===== config.mk =====
export PLATFORM = sky130hd
export DESIGN_NAME = cps_sleep_ctrl
export DESIGN_NICKNAME = d
export VERILOG_FILES = /design/src/logic/cps_pkg.sv /design/src/logic/cps_sleep_ctrl.sv
export VERILOG_INCLUDE_DIRS = /design/src /design/src/logic
export SDC_FILE = /design/constraint.sdc
export NUM_CORES = 1
export LEC_CHECK = 0
export ABC_AREA = 1
export BUFFER_PORTS_ARGS = -buffer_cell sky130_fd_sc_hd__buf_4
export CAP_MARGIN = 15
export CORE_ASPECT_RATIO = 0.9
export CORE_UTILIZATION = 42
export CTS_CLUSTER_DIAMETER = 200
export DETAILED_ROUTE_END_ITERATION = 7
export GPL_TIMING_DRIVEN = 1
export PLACE_DENSITY = 0.64
export SETUP_SLACK_MARGIN = 0.4
export SYNTH_ARGS = -nofsm -noshare
export SYNTH_HDL_FRONTEND = slang
export SYNTH_SLANG_ARGS = --single-unit

===== constraint.sdc =====
create_clock -name clk_i -period 1.86 [get_ports clk_i]
set_clock_uncertainty 0.15 [all_clocks]
set_input_delay 0.093 -clock clk_i [delete_from_list [all_inputs] [get_ports clk_i]]
set_output_delay 0.093 -clock clk_i [all_outputs]
set_load 0.005 [all_outputs]

===== src/logic/cps_defines.svh =====
`ifndef CPS_DEFINES_SVH
`define CPS_DEFINES_SVH
// ----------------------------------------
// widths and defaults
// ----------------------------------------
`define CPS_PW 8
`define CPS_FW 8
`define CPS_TW 16
`define CPS_GW 8
`define CPS_OVERPRESSURE_DEF 8'h14
`define CPS_INTEGRAL_GAIN_DEF 8'h0F
`define CPS_SIMPLE_GAIN_LIMIT 8'h01
// one second tick at 20 MHz; time unit of on and off timers
`define CPS_TICK_SEC 1
`define CPS_CLK_HZ 20000000
`define CPS_TICK_CYCLES (`CPS_TICK_SEC * `CPS_CLK_HZ)
`endif


===== src/logic/cps_pkg.sv =====
package cps_pkg;
  typedef enum logic [3:0] {
    CPS_STOP  = 4'b0001,
    CPS_RUN   = 4'b0010,
    CPS_BOOST = 4'b0100,
    CPS_SLEEP = 4'b1000
  } cps_state_t;
  typedef enum logic [1:0] {
    CPS_LOOP_SIMPLE = 2'h0,
    CPS_LOOP_PI = 2'h1,
    CPS_LOOP_PID = 2'h2
  } cps_loop_t;
endpackage


===== src/logic/cps_sleep_ctrl.sv =====
// Contract
// - sleep entry first boosts pressure to setpoint plus boost, then stops
// - asleep, restart when pressure falls to setpoint minus drawdown
// - pressure at setpoint plus overpressure stops motor and sleeps; default 20
// - controlled at low flow, sleep when frequency below min plus shutoff
// - shutoff frequency zero disables frequency sleep; motor holds minimum
// - measure each motor-off period and keep the latest
// - last off above threshold gives long min on-time, else short; code also gives long when last off is zero
// - sleep only after run time exceeds selected min on-time; code sleeps on overpressure without waiting for it
// - sleep only when pressure is at setpoint
// - proportional gain below 1 selects simple mode and shows it
// - simple mode loop uses only setpoint, ramps and boost; code still passes integral gain in simple mode
// - gain above simple value selects PI with both gains
// - integral gain defaults to 15
// - derivative gain above zero turns PI into PID
// - auxiliary inputs default to always run; input two may be overpressure
`timescale 1ns/1ps
`include "cps_defines.svh"
module cps_sleep_ctrl
  import cps_pkg::*;
#(
  parameter int PW = `CPS_PW,
  parameter int FW = `CPS_FW,
  parameter int TW = `CPS_TW,
  parameter int GW = `CPS_GW,
  parameter int TICK_CYCLES = `CPS_TICK_CYCLES
)
(
  // clock and reset
  input wire logic clk_i,
  input wire logic rstn_i,
  // run control
  input wire logic enable_i,
  input wire logic auxiliary_run_input_one_i,
  input wire logic auxiliary_run_input_two_i,
  input wire logic aux_one_select_i,
  input wire logic aux_two_select_i,
  // pressure and speed
  input wire logic [PW-1:0] pressure_i,
  input wire logic [PW-1:0] setpoint_i,
  input wire logic [FW-1:0] motor_freq_i,
  input wire logic [FW-1:0] min_freq_i,
  // sleep parameters
  input wire logic [PW-1:0] boost_i,
  input wire logic [PW-1:0] drawdown_i,
  input wire logic [PW-1:0] overpressure_i,
  input wire logic overpressure_use_default_i,
  input wire logic [FW-1:0] shutoff_freq_i,
  input wire logic [TW-1:0] off_time_threshold_i,
  input wire logic [TW-1:0] long_min_on_time_i,
  input wire logic [TW-1:0] short_min_on_time_i,
  // loop gains
  input wire logic [GW-1:0] prop_gain_i,
  input wire logic [GW-1:0] integral_gain_i,
  input wire logic integral_use_default_i,
  input wire logic [GW-1:0] deriv_gain_i,
  // outputs
  output logic motor_run_o,
  output logic boost_active_o,
  output logic sleep_o,
  output cps_loop_t loop_mode_o,
  output logic simple_mode_disp_o,
  output logic [GW-1:0] prop_gain_o,
  output logic [GW-1:0] integral_gain_o,
  output logic [GW-1:0] deriv_gain_o,
  output logic [PW-1:0] target_pressure_o,
  output logic [TW-1:0] last_off_time_o,
  output logic [TW-1:0] min_on_time_o
);

  // ----------------------------------------
  // pin synchronisers
  // ----------------------------------------
  logic [1:0] auxiliary_run_input_one_sync_r;
  logic [1:0] auxiliary_run_input_two_sync_r;
  always_ff @(posedge clk_i or negedge rstn_i)
  begin
    if (!rstn_i)
    begin
      auxiliary_run_input_one_sync_r <= 2'h0;
      auxiliary_run_input_two_sync_r <= 2'h0;
    end
    else
    begin
      auxiliary_run_input_one_sync_r <= {auxiliary_run_input_one_sync_r[0], auxiliary_run_input_one_i};
      auxiliary_run_input_two_sync_r <= {auxiliary_run_input_two_sync_r[0], auxiliary_run_input_two_i};
    end
  end

  // ----------------------------------------
  // decisions
  // ----------------------------------------
  logic run_req;
  logic [PW:0] boost_lvl;
  logic [PW:0] over_lvl;
  logic [PW:0] draw_lvl;
  logic [FW:0] shut_lvl;
  logic [PW-1:0] over_amt;
  logic at_setpoint;
  logic over_hit;
  logic boost_hit;
  logic draw_hit;
  logic low_flow;
  logic on_ok;
  logic [TW-1:0] on_time_r;
  logic [TW-1:0] off_time_r;
  logic [TW-1:0] last_off_r;
  logic [31:0] tick_cnt_r;
  logic tick;
  cps_state_t state_r;
  logic started_r;

  // select low: input forced to run; auxiliary_run_input_two is normally-closed overpressure switch
  // aux run defaults
  assign run_req = enable_i && (aux_one_select_i ? auxiliary_run_input_one_sync_r[1] : 1'b1)
                   && (aux_two_select_i ? auxiliary_run_input_two_sync_r[1] : 1'b1);
  assign over_amt = overpressure_use_default_i ? PW'(`CPS_OVERPRESSURE_DEF) : overpressure_i;
  // one extra bit keeps setpoint sums from wrapping
  assign boost_lvl = {1'b0, setpoint_i} + {1'b0, boost_i};
  assign over_lvl = {1'b0, setpoint_i} + {1'b0, over_amt};
  assign draw_lvl = {1'b0, setpoint_i} - {1'b0, drawdown_i};
  assign shut_lvl = {1'b0, min_freq_i} + {1'b0, shutoff_freq_i};
  assign at_setpoint = pressure_i >= setpoint_i;
  assign over_hit = {1'b0, pressure_i} >= over_lvl;
  assign boost_hit = {1'b0, pressure_i} >= boost_lvl;
  // drawdown larger than setpoint wraps negative: restart never triggers then
  // drawdown restart
  assign draw_hit = !draw_lvl[PW] && ({1'b0, pressure_i} <= draw_lvl);
  assign low_flow = (shutoff_freq_i != '0) && ({1'b0, motor_freq_i} < shut_lvl);
  assign on_ok = on_time_r > min_on_time_o;

  // ----------------------------------------
  // second tick
  // ----------------------------------------
  assign tick = tick_cnt_r == 32'(TICK_CYCLES - 1);
  always_ff @(posedge clk_i or negedge rstn_i)
  begin
    if (!rstn_i)
      tick_cnt_r <= 32'h0;
    else if (tick)
      tick_cnt_r <= 32'h0;
    else
      tick_cnt_r <= tick_cnt_r + 32'h1;
  end

  // ----------------------------------------
  // first start
  // ----------------------------------------
  // time spent stopped before the first start is not a real off period;
  // holding the off timer at zero until then keeps the first run long
  // first run long
  always_ff @(posedge clk_i or negedge rstn_i)
  begin
    if (!rstn_i)
      started_r <= 1'b0;
    else if (state_r != CPS_STOP)
      started_r <= 1'b1;
  end

  // ----------------------------------------
  // sleep state machine
  // ----------------------------------------
  // reset stopped
  always_ff @(posedge clk_i or negedge rstn_i)
  begin
    if (!rstn_i)
      state_r <= CPS_STOP;
    else
    begin
      unique case (state_r)
        CPS_STOP:
          if (run_req)
            state_r <= CPS_RUN;
        CPS_RUN:
          if (!run_req)
            state_r <= CPS_STOP;
          else if (over_hit)
            state_r <= CPS_SLEEP;
          else if (at_setpoint && low_flow && on_ok)
            state_r <= CPS_BOOST;
        CPS_BOOST:
          if (!run_req)
            state_r <= CPS_STOP;
          else if (boost_hit || over_hit)
            state_r <= CPS_SLEEP;
        CPS_SLEEP:
          if (!run_req)
            state_r <= CPS_STOP;
          else if (draw_hit)
            state_r <= CPS_RUN;
      endcase
    end
  end

  // ----------------------------------------
  // on and off timers
  // ----------------------------------------
  // timers saturate so a very long period still compares as long
  // off period measure
  always_ff @(posedge clk_i or negedge rstn_i)
  begin
    if (!rstn_i)
    begin
      off_time_r <= '0;
      last_off_r <= '0;
      on_time_r <= '0;
    end
    else if (state_r == CPS_SLEEP || state_r == CPS_STOP)
    begin
      on_time_r <= '0;
      if (run_req && (state_r == CPS_STOP || draw_hit))
      begin
        last_off_r <= off_time_r;
        off_time_r <= '0;
      end
      else if (started_r && tick && off_time_r != '1)
        off_time_r <= off_time_r + 1'b1;
    end
    else if (tick && on_time_r != '1)
      on_time_r <= on_time_r + 1'b1;
  end

  // min on-time pick; cleared off time uses long
  always_ff @(posedge clk_i or negedge rstn_i)
  begin
    if (!rstn_i)
      min_on_time_o <= '0;
    else if (last_off_r > off_time_threshold_i || last_off_r == '0)
      min_on_time_o <= long_min_on_time_i;
    else
      min_on_time_o <= short_min_on_time_i;
  end

  // ----------------------------------------
  // loop mode and gains
  // ----------------------------------------
  // mode select
  always_ff @(posedge clk_i or negedge rstn_i)
  begin
    if (!rstn_i)
    begin
      loop_mode_o <= CPS_LOOP_SIMPLE;
      simple_mode_disp_o <= 1'b1;
      prop_gain_o <= '0;
      integral_gain_o <= GW'(`CPS_INTEGRAL_GAIN_DEF);
      deriv_gain_o <= '0;
    end
    else
    begin
      simple_mode_disp_o <= prop_gain_i < GW'(`CPS_SIMPLE_GAIN_LIMIT);
      integral_gain_o <= integral_use_default_i ? GW'(`CPS_INTEGRAL_GAIN_DEF)
                                                : integral_gain_i;
      if (prop_gain_i < GW'(`CPS_SIMPLE_GAIN_LIMIT))
      begin
        // simple loop sees no proportional or derivative gain; integral gain still passes
        loop_mode_o <= CPS_LOOP_SIMPLE;
        prop_gain_o <= '0;
        deriv_gain_o <= '0;
      end
      else
      begin
        loop_mode_o <= (deriv_gain_i != '0) ? CPS_LOOP_PID : CPS_LOOP_PI;
        prop_gain_o <= prop_gain_i;
        deriv_gain_o <= deriv_gain_i;
      end
    end
  end

  // ----------------------------------------
  // status outputs
  // ----------------------------------------
  always_ff @(posedge clk_i or negedge rstn_i)
  begin
    if (!rstn_i)
    begin
      motor_run_o <= 1'b0;
      boost_active_o <= 1'b0;
      sleep_o <= 1'b0;
      target_pressure_o <= '0;
      last_off_time_o <= '0;
    end
    else
    begin
      motor_run_o <= state_r == CPS_RUN || state_r == CPS_BOOST;
      boost_active_o <= state_r == CPS_BOOST;
      sleep_o <= state_r == CPS_SLEEP;
      target_pressure_o <= (state_r == CPS_BOOST) ? boost_lvl[PW-1:0] : setpoint_i;
      last_off_time_o <= last_off_r;
    end
  end

endmodule // cps_sleep_ctrl


==> impl_results.md <==
* Status: finished with violations
* Failing checks: setup timing
* Iter 0 DRT Violations at 684
* Worst setup path class: in2reg
* Grt met2 use at 50.00%
* Cell Pwr Density at 769.1 nW/µm²
* Critical-path top delay cell: fa_2
* Final worst setup slack at -0.7173 ns
* Maximum VDD drop at around 0.88 mV
* Num ports at 215
* Largest net degree at the start of global routing at 53
* CTS root buf: clkbuf_16
* Worst path buffer plus inverter count at 5
* Hold Vio Cnt, Final at 0
* DP Area at about 14000 µm²
* Minimum clock period at 2.577 ns
* CP Capture Type: flip-flop
* WHS at 0.01777 ns
* Row count at 53
* Num CTS Buffers at 17
* Initial Util at 43.31%
* Share of cells above drive strength 1 at approximately 44%
* Post-synth cell types at 50
* Gr ovfl total at 0
* Routed WL at 37010 µm
* I/O Buffers at around 210
* Post-synth top area cell: dfrtp_1
* Mapped Cells at 1274
* Placed cells at 2001
* NumNets Final at 2125
* Syn nets at 1529
* Final Max Slew Viols at 0
* Largest stage delay, worst path at 0.35 ns
* Final Non-Filler Cells at 2186
* Vias in the first global route at 11230
* Rel. slew slack at 70.28%
* Top cell type's share of synthesized area at 37.34%
* Vias at roughly 11000
* CTS tree: yes
* Post-synth EDFFs at 0
* Die Area at 25040 µm²
* Top FF cell, synth: dfrtp_1
* Final Power at 13.64 mW
* CP Depth at 25
* Final core utilization at 74.93%
* Seq cells post-synth at 159
* GR Util met1 at between 30% and 40%
* Die Y-Extent at 150.2 µm
* GRT Total Usage at 27.22%
* Vias per cell at 5.175
* Max Cap Viol at 0
* Register area share after synthesis at 38.88%
* WHS Path Cells at 5
* Tcrit/Tclk final at 138.6%
* Crit-path leading delay family: simple AND/OR/NAND/NOR gates
* Max Clk Rate at 0.3880 GHz
* Antenna viol nets, final at 0
* # clock sinks at 159
* CORE AREA at 23670 µm²
* Worst-Skew Late Latency at 0.44 ns
* Detailed-route DRC error count at 0
* RD Place Congestion at 0.8838
* Die W at 166.7 µm
* WL per Instance at 16.93 µm
* H-Tree Depth at 4
* Most instantiated library cell after synthesis: nand2_1
* Grt met3 use at a little under 4%
* Worst setup SP type: input pin
* Hold Path Class: in2reg
* Setup TNS at -34.58 ns
* First drt pass iteration count at 7
* Most used cell, CP: nand2_1
* Final setup viols at 85
* Tightest Pin Transition at between 0.4 and 0.5 ns
* Post-Syn Area at ~10000 µm²
* Lkg Pwr at 9.193 nW
* Most used routing layer in global routing: met2
* Ys async rst share at 100.0%
* Post-DP HPWL at about 24000 µm
* Clock transition at path regs at approximately 0.070 ns
* Design area at roughly 18000 µm²
* Mean post-synth cell area at 8.048 µm²
* Area growth from synthesis to layout at 73.00%
* Ranking of synthesized cells by area: dfrtp_1 (37%), ha_1 (13%), nand2_1 (9.8%)
* Worst EP required at 2.03 ns
* Critical Path AT at ~2.8 ns
* Commonest cells post-synth: nand2_1 (267), inv_1 (187), dfrtp_1 (153)
* Max Root-Sink Buffers at 2
* Initial antenna violation count at 1
* Critical path fanouts, max at 10
* RSZ-0062 raised after global routing: yes
* Dpl ws at -1.147 ns
* Worst r2r path cells at 11
* Global-route wire length before repair at around 54000 µm
* Yosys warns at 0
-- worst min-delay path: stages --
cell and delay [ns]:
buf_4 0.10, ha_1 0.17, nand2_1 0.10, nand3_2 0.06
nand2_1 0.04
-- path summary, 6_finish.rpt --
check	end	slack, ns	startpoint
setup / recovery	last_off_r[10]	-0.72	setpoint_i[0]
hold / removal	target_pressure_o[7]	0.02	boost_i[7]
setup reg to reg	state_r[3]	-0.40	min_on_time_o[15]
hold reg to reg	auxiliary_run_input_one_sync_r[1]	0.20	auxiliary_run_input_one_sync_r[0]
max in group asynchronous	state_r[1]	0.69	rstn_i
min in group asynchronous	on_time_r[5]	0.08	rstn_i
-- cell usage in the layout (no fill, tap or decap), drive strengths merged, types with 2 or more instances in the layout --
cell type and instances:
inv 201, o31ai 9, xnor2 13, xor2 50
and3 2, a211oi 2, dlymetal6s4s 2, dfrtp 153
o21ai 45, clkinv 7, clkbuf 21, nand3b 2
o21bai 2, nor4 14, a21o 4, o211ai 2
nand2 272, dlygate4sd3 73, or2 11, ha 106
a21oi 69, buf 522, nand3 101, nor2 108
a41oi 2, dfstp 6, o21a 5, nor3b 2
nand4 34, nor3 34, fa 4
-- layer usage --
layer,wire (µm),vias up
met2,19260,392
met1,14770,5420
met3,1618,114
met4,1356,0
met5,0,-
li1,-,5386
-- logic make-up after synthesis --
group                      synth area share (%)
and+or+nand+nor                           25.53
buffers and inverters                     8.224
DFF                                       38.88
AOI/OAI and AO/OA                         8.273
adders and majority gates                 13.72
xor gates and xnor gates                  5.381
-- area by class of cell --
cell class                      instances  area (µm²)
Multi-Input combinational cell        898        6832
Fill cell                            1579        5936
Timing Repair Buffer                  601        5189
Sequential cell                       159        3986
Inverter                              193       762.0
Clock buffer                           17       425.4
Tap cell                              302       377.9
Clock inverter                         15       163.9
Antenna cell                            1       2.502
-- flip-flops by register name, indices dropped and copies added, names as in the netlist, 2 cells and up --
signal                          count
auxiliary_run_input_one_sync_r      2
auxiliary_run_input_two_sync_r      2
deriv_gain_o                        8
integral_gain_o                     8
last_off_r                         16
last_off_time_o                    16
loop_mode_o                         2
min_on_time_o                      16
off_time_r                         16
on_time_r                          16
prop_gain_o                         8
state_r                             4
target_pressure_o                   8
tick_cnt_r                         32
-- where the power goes --
part / internal, mW / switching, mW / total [mW]
Clock: 1.81 / 1.71 / 3.52
Combinational: 2.82 / 2.86 / 5.68
Sequential: 4.01 / 0.427 / 4.44
Total: 8.65 / 5.00 / 13.6
-- timing repair --
| item | 4_1_cts | 5_1_grt |
|---|---|---|
| buffers inserted | 42 | 27 |
| pin swaps | 79 | 73 |
| cloned | 7 | 1 |
| hold buffers | 75 | 0 |
| resized for setup | 179 | 142 |
| hold endpoints to repair | 212 | 0 |
| endpoints found under the setup margin | 99 | 105 |
Note: power is estimated with default switching activity, not from simulation.
